[src/design/scm_pkg.sv]
package scm_pkg;

	// ------------------------------------------------------------
	// Register map, byte addresses of aligned 32-bit words.
	// ------------------------------------------------------------
	localparam logic [7:0] SCM_OFF_MODE   = 8'h00;
	localparam logic [7:0] SCM_OFF_CTRL   = 8'h04;
	localparam logic [7:0] SCM_OFF_DATA   = 8'h08;
	localparam logic [7:0] SCM_OFF_STATUS = 8'h0C;

	// ------------------------------------------------------------
	// Field positions in the channel mode register.
	// ------------------------------------------------------------
	localparam int SCM_MODE_RXE_BIT  = 0;
	localparam int SCM_MODE_SEL_LSB  = 1;
	localparam int SCM_MODE_WAKE_BIT = 3;
	localparam int SCM_MODE_TX9_BIT  = 4;
	localparam int SCM_MODE_EXT_BIT  = 5;

	// ------------------------------------------------------------
	// Field positions in the channel control and status registers.
	// ------------------------------------------------------------
	localparam int SCM_CTRL_RX9_BIT  = 0;
	localparam int SCM_CTRL_PE_BIT   = 1;
	localparam int SCM_CTRL_EVEN_BIT = 2;
	localparam int SCM_CTRL_PARITY_ERROR_FLAG_BIT = 3;
	localparam int SCM_CTRL_FRAMING_ERROR_FLAG_BIT = 4;
	localparam int SCM_CTRL_OVERRUN_ERROR_FLAG_BIT = 5;
	localparam int SCM_STAT_PEND_BIT = 0;
	localparam int SCM_STAT_BUSY_BIT = 1;

	// ------------------------------------------------------------
	// Values after reset.
	// ------------------------------------------------------------
	localparam logic [5:0] SCM_MODE_RST = 6'h00;
	localparam logic [2:0] SCM_CTRL_RST = 3'h0;
	localparam logic [7:0] SCM_BUF_RST  = 8'h00;

	// ------------------------------------------------------------
	// Oversampling counts of the asynchronous receiver and transmitter, and the shift-mode word length.
	// ------------------------------------------------------------
	localparam logic [3:0] SCM_TICK_LAST  = 4'hF;
	localparam logic [3:0] SCM_SAMPLE_A   = 4'h7;
	localparam logic [3:0] SCM_SAMPLE_B   = 4'h8;
	localparam logic [3:0] SCM_SAMPLE_C   = 4'h9;
	localparam logic [3:0] SCM_SHIFT_BITS = 4'h8;

	typedef enum logic [1:0] {
		SCM_MODE_SHIFT = 2'b00,
		SCM_MODE_7BIT  = 2'b01,
		SCM_MODE_8BIT  = 2'b10,
		SCM_MODE_9BIT  = 2'b11
	} scm_mode_t;

	typedef enum logic [1:0] {
		SCM_RX_IDLE  = 2'b00,
		SCM_RX_START = 2'b01,
		SCM_RX_BITS  = 2'b10,
		SCM_RX_STOP  = 2'b11
	} scm_rx_state_t;

endpackage

[src/design/scm_tx.sv]
`timescale 1ns/1ps
`default_nettype none

module scm_tx
(
	input  wire logic       clock,
	input  wire logic       rst_n,
	input  wire logic       baud_tick,
	input  wire logic       load,
	input  wire logic [8:0] payload,
	input  wire logic [3:0] nbits,
	output logic            busy,
	output logic            txd
);
	import scm_pkg::*;

	logic [8:0] shift_q;
	logic [3:0] tick_q;
	logic [3:0] left_q;
	logic       busy_q;
	logic       txd_q;

	// ------------------------------------------------------------
	// Frame serialiser.
	// ------------------------------------------------------------

	// The start bit goes out at once on load; payload bits follow LSB first, and ones shifted in
	// from the top form the stop bit, so the line rests high between frames.
	always_ff @(posedge clock or negedge rst_n)
	begin
		if (!rst_n)
		begin
			shift_q <= 9'h1FF;
			tick_q  <= 4'h0;
			left_q  <= 4'h0;
			busy_q  <= 1'b0;
			txd_q   <= 1'b1;
		end
		else if (load && !busy_q)
		begin
			shift_q <= payload;
			tick_q  <= 4'h0;
			left_q  <= nbits + 4'h1;
			busy_q  <= 1'b1;
			txd_q   <= 1'b0;
		end
		else if (busy_q && baud_tick)
		begin
			tick_q <= tick_q + 4'h1;
			if (tick_q == SCM_TICK_LAST)
			begin
				if (left_q == 4'h0)
				begin
					busy_q <= 1'b0;
					txd_q  <= 1'b1;
				end
				else
				begin
					txd_q   <= shift_q[0];
					shift_q <= {1'b1, shift_q[8:1]};
					left_q  <= left_q - 4'h1;
				end
			end
		end
	end

	assign busy = busy_q;
	assign txd  = txd_q;

endmodule
`default_nettype wire

[src/design/scm_serial_channel.sv]
// What this block does
// - Internal shift clock receives only when not pending
// - Eight shifted bits load buffer, pending, interrupt
// - External shift clock edge shifts when not pending
// - Receive only while receive enable is set
// - Mode 01 is seven-bit asynchronous, optional parity
// - Mode 10 is eight-bit asynchronous, optional parity
// - Mode 11 is nine-bit, never any parity
// - Parity only when enabled; polarity picks even/odd
// - Ninth bit sent from mode, stored in control
// - Wake filter drops frames whose ninth bit clear
// - Stop bit majority of three; low sets framing
// - New word while buffer full sets overrun
// - Received parity mismatch sets parity error
// - Transmit shifts out least significant bit first
`timescale 1ns/1ps
`default_nettype none

module scm_serial_channel
#(
	parameter int SHIFT_HALF = 8
)
(
	input  wire logic        clock,
	input  wire logic        rst_n,
	input  wire logic        psel,
	input  wire logic        penable,
	input  wire logic        pwrite,
	input  wire logic [7:0]  paddr,
	input  wire logic [31:0] pwdata,
	output logic      [31:0] prdata,
	output logic             pready,
	output logic             pslverr,
	input  wire logic        baud_tick,
	input  wire logic        serial_in_pin,
	output logic             serial_out_pin,
	input  wire logic        shift_clock_pin_in,
	output logic             shift_clock_pin_out,
	output logic             shift_clock_pin_oe,
	output logic             rx_interrupt
);
	import scm_pkg::*;

	// ------------------------------------------------------------
	// Declarations.
	// ------------------------------------------------------------
	logic [5:0]    channel_mode_reg_q;
	logic [2:0]    ctrl_cfg_q;
	logic          parity_error_flag_q;
	logic          framing_error_flag_q;
	logic          overrun_error_flag_q;
	logic          rx_ninth_bit_q;
	logic [7:0]    rx_buf_q;
	logic          rx_pending_flag_q;
	logic          rx_irq_q;
	logic          pready_q;
	logic          pslverr_q;
	logic [31:0]   prdata_q;
	logic [1:0]    rx_sync_q;
	logic [1:0]    sclk_sync_q;
	logic          sclk_prev_q;
	scm_rx_state_t rx_state_q;
	logic [3:0]    rx_tick_q;
	logic [3:0]    rx_idx_q;
	logic [1:0]    rx_samp_q;
	logic [8:0]    rx_bits_q;
	logic          sh_active_q;
	logic [15:0]   sh_half_q;
	logic          sclk_out_q;
	logic [3:0]    sh_cnt_q;
	logic [7:0]    sh_bits_q;
	logic          sh_done_q;
	logic          tx_busy;
	logic          tx_load;
	logic [8:0]    tx_payload;
	logic [3:0]    tx_nbits;
	logic          rx_enable;
	scm_mode_t     mode_sel;
	logic          wake_filter_bit;
	logic          tx_ninth_bit;
	logic          ext_clock;
	logic          parity_enable_bit;
	logic          parity_even;
	logic          parity_on;
	logic [3:0]    frame_bits;
	logic          rx_in;
	logic          maj;
	logic          bus_done;
	logic          wr_done;
	logic          rd_data_done;
	logic          mapped;
	logic          async_done;
	logic          rx_wake_drop;
	logic          rx_accept;
	logic          rx_overrun;
	logic          rx_par_bad;
	logic          sclk_rise;
	logic          sh_sample;
	logic [31:0]   rd_value;

	// Majority of three samples taken around the bit centre.
	function automatic logic maj3(input logic a, input logic b, input logic c);
		maj3 = (a & b) | (a & c) | (b & c);
	endfunction

	// ------------------------------------------------------------
	// Decoded configuration.
	// ------------------------------------------------------------

	// Parity is suppressed in nine-bit mode whatever the enable says.
	assign rx_enable         = channel_mode_reg_q[SCM_MODE_RXE_BIT];
	assign mode_sel          = scm_mode_t'(channel_mode_reg_q[SCM_MODE_SEL_LSB +: 2]);
	assign wake_filter_bit   = channel_mode_reg_q[SCM_MODE_WAKE_BIT];
	assign tx_ninth_bit      = channel_mode_reg_q[SCM_MODE_TX9_BIT];
	assign ext_clock         = channel_mode_reg_q[SCM_MODE_EXT_BIT];
	assign parity_enable_bit = ctrl_cfg_q[0];
	assign parity_even       = ctrl_cfg_q[1];
	assign parity_on         = parity_enable_bit && (mode_sel != SCM_MODE_9BIT);

	// Bits after the start bit and before the stop bit.
	always_comb
	begin
		unique case (mode_sel)
			SCM_MODE_7BIT:  frame_bits = parity_on ? 4'h8 : 4'h7;
			SCM_MODE_8BIT:  frame_bits = parity_on ? 4'h9 : 4'h8;
			SCM_MODE_9BIT:  frame_bits = 4'h9;
			SCM_MODE_SHIFT: frame_bits = SCM_SHIFT_BITS;
		endcase
	end

	// ------------------------------------------------------------
	// Pin synchronisers.
	// ------------------------------------------------------------

	// Both pins come from outside the clock domain; only the second stage is ever read.
	always_ff @(posedge clock or negedge rst_n)
	begin
		if (!rst_n)
		begin
			rx_sync_q   <= 2'h3;
			sclk_sync_q <= 2'h3;
			sclk_prev_q <= 1'b1;
		end
		else
		begin
			rx_sync_q   <= {rx_sync_q[0], serial_in_pin};
			sclk_sync_q <= {sclk_sync_q[0], shift_clock_pin_in};
			sclk_prev_q <= sclk_sync_q[1];
		end
	end

	assign rx_in     = rx_sync_q[1];
	assign sclk_rise = sclk_sync_q[1] && !sclk_prev_q;

	// ------------------------------------------------------------
	// APB slave.
	// ------------------------------------------------------------

	// One wait state: pready rises in the second access cycle, so every answer comes from a flop.
	assign bus_done     = psel && penable && pready_q;
	assign wr_done      = bus_done && pwrite && mapped;
	assign rd_data_done = bus_done && !pwrite && (paddr == SCM_OFF_DATA);
	assign mapped       = (paddr == SCM_OFF_MODE) || (paddr == SCM_OFF_CTRL) ||
	                      (paddr == SCM_OFF_DATA) || (paddr == SCM_OFF_STATUS);

	// Read multiplexer; reserved bits and unmapped addresses read as zero.
	always_comb
	begin
		rd_value = 32'h0000_0000;
		unique case (paddr)
			SCM_OFF_MODE:   rd_value[5:0] = channel_mode_reg_q;
			SCM_OFF_CTRL:   rd_value[5:0] = {overrun_error_flag_q, framing_error_flag_q, parity_error_flag_q,
			                                 ctrl_cfg_q[1:0], rx_ninth_bit_q};
			SCM_OFF_DATA:   rd_value[7:0] = rx_buf_q;
			SCM_OFF_STATUS: rd_value[1:0] = {tx_busy, rx_pending_flag_q};
			default:        rd_value = 32'h0000_0000;
		endcase
	end

	// Bus answer flops.
	always_ff @(posedge clock or negedge rst_n)
	begin
		if (!rst_n)
		begin
			pready_q  <= 1'b0;
			pslverr_q <= 1'b0;
			prdata_q  <= 32'h0000_0000;
		end
		else if (psel && penable && !pready_q)
		begin
			pready_q  <= 1'b1;
			pslverr_q <= !mapped;
			prdata_q  <= pwrite ? 32'h0000_0000 : rd_value;
		end
		else
		begin
			pready_q  <= 1'b0;
			pslverr_q <= 1'b0;
		end
	end

	// Software-written configuration.
	always_ff @(posedge clock or negedge rst_n)
	begin
		if (!rst_n)
		begin
			channel_mode_reg_q <= SCM_MODE_RST;
			ctrl_cfg_q         <= SCM_CTRL_RST;
		end
		else if (wr_done && (paddr == SCM_OFF_MODE))
		begin
			channel_mode_reg_q <= pwdata[5:0];
		end
		else if (wr_done && (paddr == SCM_OFF_CTRL))
		begin
			ctrl_cfg_q <= {1'b0, pwdata[SCM_CTRL_EVEN_BIT], pwdata[SCM_CTRL_PE_BIT]};
		end
	end

	// ------------------------------------------------------------
	// Transmitter.
	// ------------------------------------------------------------

	// A buffer write while a frame is in flight is dropped; software watches the busy bit.
	assign tx_load  = wr_done && (paddr == SCM_OFF_DATA) && (mode_sel != SCM_MODE_SHIFT);
	assign tx_nbits = frame_bits;

	// Payload with unused top bits forced high so they merge into the stop bit.
	always_comb
	begin
		tx_payload = 9'h1FF;
		unique case (mode_sel)
			SCM_MODE_7BIT:  tx_payload = {2'b11, pwdata[6:0]};
			SCM_MODE_8BIT:  tx_payload = {1'b1, pwdata[7:0]};
			SCM_MODE_9BIT:  tx_payload = {tx_ninth_bit, pwdata[7:0]};
			SCM_MODE_SHIFT: tx_payload = 9'h1FF;
		endcase
		if (parity_on && (mode_sel == SCM_MODE_7BIT))
		begin
			tx_payload[7] = (^pwdata[6:0]) ^ !parity_even;
		end
		if (parity_on && (mode_sel == SCM_MODE_8BIT))
		begin
			tx_payload[8] = (^pwdata[7:0]) ^ !parity_even;
		end
	end

	scm_tx u_tx
	(
		.clock     (clock),
		.rst_n     (rst_n),
		.baud_tick (baud_tick),
		.load      (tx_load),
		.payload   (tx_payload),
		.nbits     (tx_nbits),
		.busy      (tx_busy),
		.txd       (serial_out_pin)
	);

	// ------------------------------------------------------------
	// Asynchronous receiver.
	// ------------------------------------------------------------
	assign maj        = maj3(rx_samp_q[1], rx_samp_q[0], rx_in);
	assign async_done = (rx_state_q == SCM_RX_STOP) && baud_tick && (rx_tick_q == SCM_SAMPLE_C);

	// Every bit is judged by three samples, so a single glitch cannot flip it.
	always_ff @(posedge clock or negedge rst_n)
	begin
		if (!rst_n)
		begin
			rx_state_q <= SCM_RX_IDLE;
			rx_tick_q  <= 4'h0;
			rx_idx_q   <= 4'h0;
			rx_samp_q  <= 2'h3;
			rx_bits_q  <= 9'h000;
		end
		else if (baud_tick)
		begin
			rx_tick_q <= rx_tick_q + 4'h1;
			if ((rx_tick_q == SCM_SAMPLE_A) || (rx_tick_q == SCM_SAMPLE_B))
			begin
				rx_samp_q <= {rx_samp_q[0], rx_in};
			end
			unique case (rx_state_q)
				SCM_RX_IDLE:
				begin
					rx_tick_q <= 4'h0;
					if (!rx_in && rx_enable && (mode_sel != SCM_MODE_SHIFT))
					begin
						rx_state_q <= SCM_RX_START;
						rx_bits_q  <= 9'h000;
					end
				end
				SCM_RX_START:
				begin
					if ((rx_tick_q == SCM_SAMPLE_C) && maj)
					begin
						rx_state_q <= SCM_RX_IDLE;
					end
					else if (rx_tick_q == SCM_TICK_LAST)
					begin
						rx_state_q <= SCM_RX_BITS;
						rx_idx_q   <= 4'h0;
					end
				end
				SCM_RX_BITS:
				begin
					if (rx_tick_q == SCM_SAMPLE_C)
					begin
						rx_bits_q[rx_idx_q] <= maj;
					end
					if (rx_tick_q == SCM_TICK_LAST)
					begin
						if (rx_idx_q == frame_bits - 4'h1)
						begin
							rx_state_q <= SCM_RX_STOP;
						end
						rx_idx_q <= rx_idx_q + 4'h1;
					end
				end
				SCM_RX_STOP:
				begin
					if (rx_tick_q == SCM_SAMPLE_C)
					begin
						rx_state_q <= SCM_RX_IDLE;
					end
				end
			endcase
		end
	end

	// Frame verdicts, valid in the stop-bit centre cycle.
	assign rx_wake_drop = (mode_sel == SCM_MODE_9BIT) && wake_filter_bit && !rx_bits_q[8];
	assign rx_overrun   = async_done && !rx_wake_drop && rx_pending_flag_q;
	assign rx_accept    = (async_done && !rx_wake_drop && !rx_pending_flag_q) || sh_done_q;
	assign rx_par_bad   = parity_on && ((mode_sel == SCM_MODE_7BIT) ?
	                      ((^rx_bits_q[6:0]) ^ !parity_even) != rx_bits_q[7] :
	                      ((^rx_bits_q[7:0]) ^ !parity_even) != rx_bits_q[8]);

	// ------------------------------------------------------------
	// Shift-register receiver.
	// ------------------------------------------------------------
	assign sh_sample = ext_clock ? sclk_rise
	                             : (sh_active_q && !sclk_out_q &&
	                                (sh_half_q == 16'(SHIFT_HALF - 1)));

	// The internal clock runs only while the buffer is free, so no overrun can occur here.
	always_ff @(posedge clock or negedge rst_n)
	begin
		if (!rst_n)
		begin
			sh_active_q <= 1'b0;
			sh_half_q   <= 16'h0000;
			sclk_out_q  <= 1'b1;
			sh_cnt_q    <= 4'h0;
			sh_bits_q   <= 8'h00;
			sh_done_q   <= 1'b0;
		end
		else
		begin
			sh_done_q <= 1'b0;
			if ((mode_sel != SCM_MODE_SHIFT) || !rx_enable || rx_pending_flag_q)
			begin
				sh_active_q <= 1'b0;
				sclk_out_q  <= 1'b1;
				sh_cnt_q    <= 4'h0;
			end
			else
			begin
				if (!ext_clock && !sh_active_q && !sh_done_q)
				begin
					sh_active_q <= 1'b1;
					sh_half_q   <= 16'h0000;
					sclk_out_q  <= 1'b0;
				end
				else if (sh_active_q)
				begin
					sh_half_q <= sh_half_q + 16'h0001;
					if (sh_half_q == 16'(SHIFT_HALF - 1))
					begin
						sh_half_q  <= 16'h0000;
						sclk_out_q <= !sclk_out_q;
					end
				end
				if (sh_sample)
				begin
					sh_bits_q <= {rx_in, sh_bits_q[7:1]};
					sh_cnt_q  <= sh_cnt_q + 4'h1;
					if (sh_cnt_q == SCM_SHIFT_BITS - 4'h1)
					begin
						sh_done_q   <= 1'b1;
						sh_active_q <= 1'b0;
						sh_cnt_q    <= 4'h0;
					end
				end
			end
		end
	end

	// ------------------------------------------------------------
	// Receive buffer, pending flag and interrupt.
	// ------------------------------------------------------------

	// A new word wins over a read in the same cycle, so an accepted word is never lost.
	always_ff @(posedge clock or negedge rst_n)
	begin
		if (!rst_n)
		begin
			rx_buf_q          <= SCM_BUF_RST;
			rx_ninth_bit_q    <= 1'b0;
			rx_pending_flag_q <= 1'b0;
			rx_irq_q          <= 1'b0;
		end
		else
		begin
			rx_irq_q <= rx_accept;
			if (rx_accept)
			begin
				rx_pending_flag_q <= 1'b1;
				rx_buf_q          <= sh_done_q ? sh_bits_q : rx_bits_q[7:0];
				if (!sh_done_q && (mode_sel != SCM_MODE_7BIT))
				begin
					rx_ninth_bit_q <= rx_bits_q[8];
				end
			end
			else if (rd_data_done)
			begin
				rx_pending_flag_q <= 1'b0;
			end
		end
	end

	// Error flags clear by writing one; a new error in the same cycle wins.
	always_ff @(posedge clock or negedge rst_n)
	begin
		if (!rst_n)
		begin
			parity_error_flag_q  <= 1'b0;
			framing_error_flag_q <= 1'b0;
			overrun_error_flag_q <= 1'b0;
		end
		else
		begin
			if (async_done && !rx_wake_drop && rx_par_bad)
				parity_error_flag_q <= 1'b1;
			else if (wr_done && (paddr == SCM_OFF_CTRL) && pwdata[SCM_CTRL_PARITY_ERROR_FLAG_BIT])
				parity_error_flag_q <= 1'b0;
			if (async_done && !rx_wake_drop && !maj)
				framing_error_flag_q <= 1'b1;
			else if (wr_done && (paddr == SCM_OFF_CTRL) && pwdata[SCM_CTRL_FRAMING_ERROR_FLAG_BIT])
				framing_error_flag_q <= 1'b0;
			if (rx_overrun)
				overrun_error_flag_q <= 1'b1;
			else if (wr_done && (paddr == SCM_OFF_CTRL) && pwdata[SCM_CTRL_OVERRUN_ERROR_FLAG_BIT])
				overrun_error_flag_q <= 1'b0;
		end
	end

	// Shift clock pin drive, only while the internal clock source is selected.
	always_ff @(posedge clock or negedge rst_n)
	begin
		if (!rst_n)
		begin
			shift_clock_pin_out <= 1'b1;
			shift_clock_pin_oe  <= 1'b0;
		end
		else
		begin
			shift_clock_pin_out <= sclk_out_q || (mode_sel != SCM_MODE_SHIFT) || ext_clock;
			shift_clock_pin_oe  <= (mode_sel == SCM_MODE_SHIFT) && !ext_clock;
		end
	end

	assign prdata       = prdata_q;
	assign pready       = pready_q;
	assign pslverr      = pslverr_q;
	assign rx_interrupt = rx_irq_q;

endmodule
`default_nettype wire

[config.mk]
export PLATFORM = sky130hd
export DESIGN_NAME = scm_serial_channel
export DESIGN_NICKNAME = d
export VERILOG_FILES = /design/src/design/scm_pkg.sv /design/src/design/scm_tx.sv /design/src/design/scm_serial_channel.sv
export SDC_FILE = /design/constraint.sdc
export NUM_CORES = 1
export LEC_CHECK = 0
export BUFFER_PORTS_ARGS = -buffer_cell sky130_fd_sc_hd__buf_2
export CORE_ASPECT_RATIO = 1.25
export CORE_MARGIN = 2
export CORE_UTILIZATION = 35
export DETAILED_ROUTE_END_ITERATION = 8
export GPL_TIMING_DRIVEN = 0
export PLACE_DENSITY = 0.63
export SKIP_CTS_REPAIR_TIMING = 1
export SLEW_MARGIN = 30
export SYNTH_ARGS = -nofsm -noshare
export SYNTH_HDL_FRONTEND = slang
export SYNTH_SLANG_ARGS = --single-unit
[constraint.sdc]
create_clock -name clock -period 3.35 [get_ports clock]
set_clock_uncertainty 0.05 [all_clocks]
set_input_delay 0.5025 -clock clock [delete_from_list [all_inputs] [get_ports clock]]
set_output_delay 0.5025 -clock clock [all_outputs]
set_load 0.01 [all_outputs]
==> results of run 1 <==
-- layout make-up --
cell class	instances	area [µm²]	area share [%]
Clock buffer	11	243	3.55
Sequential cell	110	2780	40.6
Timing Repair Buffer	37	223	3.26
Inverter	22	82.6	1.21
Buffer	53	308	4.50
Tap cell	220	275	4.02
Multi-Input combinational cell	449	2870	41.9
Clock inverter	5	65.1	0.951
-- routing by layer --
metal  vias up  GRT usage (%)
met2        77           26.6
met3        15           3.09
met1      2149           19.5
li1       2226              -
met5         -              0
met4         0           5.41
-- cell usage in the layout, fill, tap and decap left out, types with 3 or more instances in the layout --
cell type,instances
dfrtp_1,91
nand2_1,73
o21ai_0,52
nor2_1,43
buf_2,40
mux2i_1,30
a21oi_1,28
xnor2_1,25
buf_4,25
conb_1,24
inv_1,22
clkbuf_1,22
nand3_1,22
mux2_2,19
dfstp_2,19
nor3_1,16
ha_1,14
nor4_1,13
clkbuf_16,9
or3_1,8
and3_1,7
o31ai_1,6
nand2b_1,5
nand4_1,5
nand3b_1,4
xor2_1,4
a21o_1,4
or2_2,3
nor4_2,3
or4_1,3
o22ai_1,3
a22o_1,3
-- power by group through the flow --
stage                     logic [mW]  registers, mW  clock network [mW]
after global routing           0.896           1.64                1.20
after floorplan                0.601           1.59                   0
after CTS                      0.791           1.61                1.16
after global placement         0.770           1.63                   0
final                          0.785           1.61                1.12
after detailed placement       0.787           1.64                   0
-- logic make-up (layout without fill, tap and decap cells) --
group | count (synthesis) | in the layout
and+or+nand+nor | 217 | 217
AOI/OAI and AO/OA | 111 | 111
DFF | 110 | 110
buffers and inverters | 75 | 128
muxes | 52 | 52
xor gates and xnor gates | 31 | 31
adders and majority gates | 14 | 14
other | 1 | 24
-- registers in the layout, indices dropped and copies added, names as in the netlist, 2 cells and up, named ones only --
| name | flops |
|---|---|
| sh_half_q | 16 |
| rx_bits_q | 9 |
| u_tx.shift_q | 9 |
| prdata | 8 |
| rx_buf_q | 8 |
| sh_bits_q | 8 |
| channel_mode_reg_q | 6 |
| rx_idx_q | 4 |
| rx_tick_q | 4 |
| sh_cnt_q | 4 |
| u_tx.left_q | 4 |
| u_tx.tick_q | 4 |
| ctrl_cfg_q | 2 |
| rx_samp_q | 2 |
| rx_sync_q | 2 |
| sclk_sync_q | 2 |
-- worst min path at each step --
stage                             start                          to  slack (ns)  cells after the start
3_3_place_gp     rx_sync_q[0]$_DFF_PN1_      rx_sync_q[1]$_DFF_PN1_        0.30                      0
5_1_grt                   serial_in_pin      rx_sync_q[0]$_DFF_PN1_        0.18                      1
4_1_cts                           rst_n    rx_tick_q[0]$_DFFE_PN0P_       -0.02                      1
2_1_floorplan                     rst_n  asynchronous set/reset pin        0.16                      0
3_5_place_dp   sclk_sync_q[0]$_DFF_PN1_    sclk_sync_q[1]$_DFF_PN1_        0.30                      0
6_report             shift_clock_pin_in    sclk_sync_q[0]$_DFF_PN1_        0.19                      1
-- per-stage QoR --
step	power (mW)	instance area (µm²)	worst slack, ns	hold WS [ns]	std cells
after floorplan	2.19	6030	1.10	0.157	634
after global placement	2.40	6480	0.352	0.298	889
final	3.52	6840	0.870	0.192	907
after CTS	3.56	6830	0.880	-0.0205	906
after detailed placement	2.42	6520	0.693	0.297	890
after global routing	3.73	6840	0.674	0.183	907
==> results by group, run 1 <==
Setup path
  – R2r worst-path depth: 8
  – R2r endpoint: sh_bits_q[5]$_DFFE_PN0P_
  – Worst Setup EP: sh_bits_q[5]$_DFFE_PN0P_
  – Critical Path End Type: register
  – Crit Path Max Fanout: 10
  – Reg-to-Reg Start: sh_half_q[0]$_DFFE_PN0P_
  – Crit path DAT: 2.67 ns
  – Crit path launch: sh_half_q[0]$_DFFE_PN0P_
  – Cell Chain, Critical Path: ha_1 > and4bb_1 > and4_1 > buf_2 > a31oi_2 > nand2b_1 > buf_4 > mux2_2
  – CP bufs+invs: 2
  – R2R Setup Slk: 0.87 ns
  – Critical path's slowest cell: dfrtp_1
  – Startpoint types: register
  – Critical Path Stages: 8
  – CP Class: register to register
  – Worst EP required: 3.54 ns
  – Worst path top cell family by delay: simple AND/OR/NAND/NOR gates
  – Max stage delay on crit path: 0.42 ns

Detailed routing
  – Highest metal used: met4
  – Mean routed wirelength per cell: 14.3 µm
  – Detailed Routing Iterations Pass 1: 4
  – Detail Route met2 WL: 6.66 mm
  – Routed wl met3: 510 µm
  – Initial DRC Count: 226
  – Routed WL: 13.0 mm
  – Metal-1 WL: 5.66 mm
  – Detail Route Antenna Nets: 0
  – Vias per cell: 4.93
  – Detailed-route via count: 4467
  – Residual DRC: 0

Clock tree
  – CTS root buf: clkbuf_16
  – CTS tree: built
  – Clock sink count: 110
  – Worst skew pair latency: 0.36 ns
  – Worst-path clk slew: 0.07 ns
  – H-tree Lvls: 3
  – TritonCTS Buffers: 9
  – Clock buffer depth: 2

Synthesis
  – Simple-Gate Fraction of Synth Area: 18.2%
  – Most frequent cell after synthesis: dfrtp_1
  – Share of synthesized registers carrying an async set or reset: 100%
  – Commonest cells in the netlist: dfrtp_1, nand2_1, o21ai_0, nor2_1, mux2i_1
  – Cell variety after synth: 57
  – Area leader, netlist: dfrtp_1
  – Post-synth top flop: dfrtp_1
  – Area contributors post-synth: dfrtp_1, dfstp_2, mux2i_1
  – Multiplexer share of the synthesized area: 9.59%
  – Post-synthesis xor/xnor area fraction: 5.03%
  – Area share of the largest cell type after synthesis: 38.3%
  – Syn avg cell area: 9.74 µm²
  – EDFF count, synth: 0
  – Adder-Cell Fraction of Synth Area: 2.94%
  – Mapped Area: 5950 µm²
  – Synth warn: 0
  – Largest family of logic cells by synthesized area: simple AND/OR/NAND/NOR gates
  – #FFs+latches synth: 110
  – Compound-cell area share of the yosys netlist: 10.9%
  – Post-Synthesis Cells: 611
  – Register area share after synthesis: 46.7%

Timing
  – Worst Tran Pin Value: 0.735 ns
  – Final Hold Viols: 0
  – Max Freq: 403 MHz
  – Setup violations, final: 0
  – Final period utilization: 74.0%
  – Final Slew Violations: 0
  – Final setup TNS: 0 ns
  – Post-layout min period: 2.48 ns
  – RSZ-0062 raised after global routing: no
  – Slew HR: 50.6%

Hold path
  – Worst Hold Class: primary input to register

Final layout
  – Area grow syn2layout: 15.0%
  – Diodes inserted: 0
  – Util after Layout: 40.9%
  – Share of layout cells above drive strength 1: 19.4%
  – Fill count: 1691
  – Final net count: 744

Floorplan
  – Core box area: 16700 µm²
  – Die ar.: 18100 µm²
  – Die Ht: 150 µm
  – Number of top-level pins: 86
  – Starting Density: 35.6%
  – Row count: 53
  – Die span in x: 121 µm

Global routing
  – First-pass GRT wire length: 22.3 mm
  – Gr ovfl total: 0
  – Initial antenna violation count: 0
  – Largest net degree at the start of global routing: 69
  – Total global-route track usage: 15.5%
  – Number of global-route vias before repair: 4461

Power and ir drop
  – Power share of the clock group: 31.9%
  – Lkg Pwr: 3.04 nW
  – Comb pwr share: 22.3%
  – Power per cell area: 514 nW/µm²
  – Worst vdd ir: 242 µV
  – Switch Pwr: 1.08 mW
  – Cell Int Power: 2.44 mW
  – Sequential power share: 45.8%
  – Sw Ratio: 30.7%

Placement
  – Port bufs: 35
  – Placer congestion estimate: 0.806
  – Hpwl dp: 9.50 mm

Job
  – Max-Cap Viols: 0

Status
  – Status: finished clean
No activity file was read; power rests on OpenSTA's default activity.
==> run 2, diff against run 1 <==
--- a/config.mk
+++ b/config.mk
@@ -11,7 +11,7 @@
 export CORE_UTILIZATION = 35
 export DETAILED_ROUTE_END_ITERATION = 8
 export GPL_TIMING_DRIVEN = 0
-export PLACE_DENSITY = 0.63
+export PLACE_DENSITY = 0.65
 export SKIP_CTS_REPAIR_TIMING = 1
 export SLEW_MARGIN = 30
 export SYNTH_ARGS = -nofsm -noshare
==> constraint.sdc (replaced) <==
create_clock -name clock -period 2.05 [get_ports clock]
set_clock_uncertainty 0.05 [all_clocks]
set_input_delay 0.3075 -clock clock [delete_from_list [all_inputs] [get_ports clock]]
set_output_delay 0.3075 -clock clock [all_outputs]
set_load 0.01 [all_outputs]
==> results by group, run 2 (synthesis gave the netlist of run 1 again) <==
Final layout
  – Diodes inserted: 0
  – Largest Register: sh_half_q
  – Share of layout cells above drive strength 1: 24.5%
  – Most common cell after layout, fill and taps aside: dfrtp_1
  – Commonest cells after routing, fill and taps aside: dfrtp_1, nand2_1, o21ai_0
  – Largest regs: sh_half_q x16, rx_bits_q x9, u_tx.shift_q x9
  – Max FFs per register: 16
  – Area grow syn2layout: 20.3%
  – Final net count: 759

Global routing
  – Initial antenna violation count: 0
  – Busiest grt layer: met2
  – Met2 GRT Util: 26.3%
  – Total global-route track usage: 15.3%
  – Number of global-route vias before repair: 4388
  – Largest net degree at the start of global routing: 73
  – Gr ovfl total: 0
  – GR Util met3: 3.70%
  – Met1 usage: 18.8%
  – First-pass GRT wire length: 21.9 mm

Placement
  – Port bufs: 35
  – Place WS: -0.331 ns
  – Hpwl dp: 9.44 mm
  – Placer congestion estimate: 0.789

Power and ir drop
  – Sequential power share: 46.8%
  – Sw Ratio: 31.5%
  – Lkg Pwr: 3.19 nW
  – Worst vdd ir: 457 µV
  – Switch Pwr: 1.81 mW
  – Power per cell area: 800 nW/µm²
  – Cell Int Power: 3.92 mW
  – Power share of the clock group: 29.9%
  – Comb pwr share: 23.3%

Timing
  – Final Hold Viols: 0
  – Setup violations, final: 9
  – RSZ-0062 raised after global routing: yes
  – Final Slew Violations: 0
  – Max Freq: 479 MHz
  – Post-layout min period: 2.09 ns
  – Final setup TNS: -0.272 ns
  – Final period utilization: 102%
  – Final WS setup: -0.0357 ns
  – Worst Tran Pin Value: 0.549 ns
  – Slew HR: 63.1%

Setup path
  – Crit Path Max Fanout: 8
  – CP Class: register to register
  – Startpoint types: register
  – Cell Chain, Critical Path: ha_4 > and4bb_1 > and4_1 > buf_6 > a31oi_4 > nand2b_4 > mux2_4
  – Critical Path End Type: register
  – Critical path's slowest cell: dfrtp_2
  – Worst path top cell family by delay: simple AND/OR/NAND/NOR gates
  – CP bufs+invs: 1
  – Crit path DAT: 2.28 ns
  – R2r worst-path depth: 7
  – Worst EP required: 2.24 ns
  – Max stage delay on crit path: 0.44 ns
  – R2r endpoint: sh_bits_q[7]$_DFFE_PN0P_
  – R2R Setup Slk: -0.04 ns
  – Reg-to-Reg Start: sh_half_q[0]$_DFFE_PN0P_

Floorplan
  – Core box area: 16700 µm²
  – Number of top-level pins: 86
  – Row count: 53
  – Starting Density: 35.6%
  – Die Ht: 150 µm
  – Die ar.: 18100 µm²
  – Die span in x: 121 µm

Hold path
  – Hold Path Cell Cnt: 3
  – Worst Hold Class: primary input to register
  – Hold Crit Endpoint: u_tx.shift_q[6]$_DFFE_PN1P_
  – Hold Crit Start: pwdata[6]

Clock tree
  – Worst-path clk slew: 0.07 ns
  – CTS tree: built
  – Clock sink count: 110
  – Clock buffer depth: 2
  – Worst skew pair latency: 0.36 ns
  – TritonCTS Buffers: 9
  – H-tree Lvls: 3
  – CTS root buf: clkbuf_16

Detailed routing
  – Initial DRC Count: 213
  – Residual DRC: 0
  – Routed WL: 13.8 mm
  – Detail Route Antenna Nets: 0
  – Mean routed wirelength per cell: 14.9 µm
  – Detailed Routing Iterations Pass 1: 6
  – Vias per cell: 5.00
  – Detailed-route via count: 4606

Status
  – Failing checks: setup timing
  – Status: finished, violations left

Job
  – Max-Cap Viols: 0
## run 2: area by class of cell
type | count | area (µm²)
repair buffers | 58 | 383
fillers | 1677 | 9550
well taps | 220 | 275
flip-flops and latches | 110 | 2780
clock buffers | 11 | 253
plain buffers | 47 | 303
clock inverters | 5 | 33.8
multi-input cells | 449 | 3050
inverters | 22 | 82.6
## run 2: power by group through the flow
stage | registers (mW) | clock network (mW) | logic (mW)
2_1_floorplan | 2.60 | 0 | 0.983
3_3_place_gp | 2.66 | 0 | 1.26
3_5_place_dp | 2.67 | 0 | 1.29
4_1_cts | 2.63 | 1.77 | 1.30
5_1_grt | 2.71 | 1.85 | 1.51
6_report | 2.68 | 1.71 | 1.34
## run 2: worst max-delay path by stage
stage	from	end	slack, ns	cells past startpoint
floorplan	sh_half_q[1]$_DFFE_PN0P_	sh_bits_q[0]$_DFFE_PN0P_	-0.04	8
global placement	rst_n	u_tx.tick_q[3]$_DFFE_PN0N_	-0.77	1
detailed placement	paddr[2]	u_tx.shift_q[7]$_DFFE_PN1P_	-0.33	8
CTS	channel_mode_reg_q[2]$_DFFE_PN0P_	rx_state_q[0]$_DFFE_PN0P_	-0.30	8
global route	sh_half_q[0]$_DFFE_PN0P_	sh_bits_q[5]$_DFFE_PN0P_	-0.12	7
finish	sh_half_q[0]$_DFFE_PN0P_	sh_bits_q[7]$_DFFE_PN0P_	-0.04	7
## run 2: per-layer routing
layer	vias up	routed length [µm]
li1	2256	-
met1	2266	5930
met2	72	7200
met3	12	407
met4	0	216
met5	-	0
## run 2: tightest hold or removal path: cells and delay by family
| family | cells | cell delay [ns] |
|---|---|---|
| AO/OA/AOI/OAI | 1 | 0.05 |
| buffers and inverters | 1 | 0.12 |
| AND/OR/NAND/NOR | 1 | 0.09 |
## run 2: through the flow
step	instance area [µm²]	util [%]	power, mW	hold slack, ns	cells
final	7160	42.8	5.73	0.171	922
after global routing	7160	42.8	6.08	0.192	922
after CTS	6880	41.2	5.71	-0.234	906
after detailed placement	6590	39.4	3.96	0.158	890
after global placement	6550	39.2	3.92	0.297	889
after floorplan	6100	-	3.59	-0.0381	634
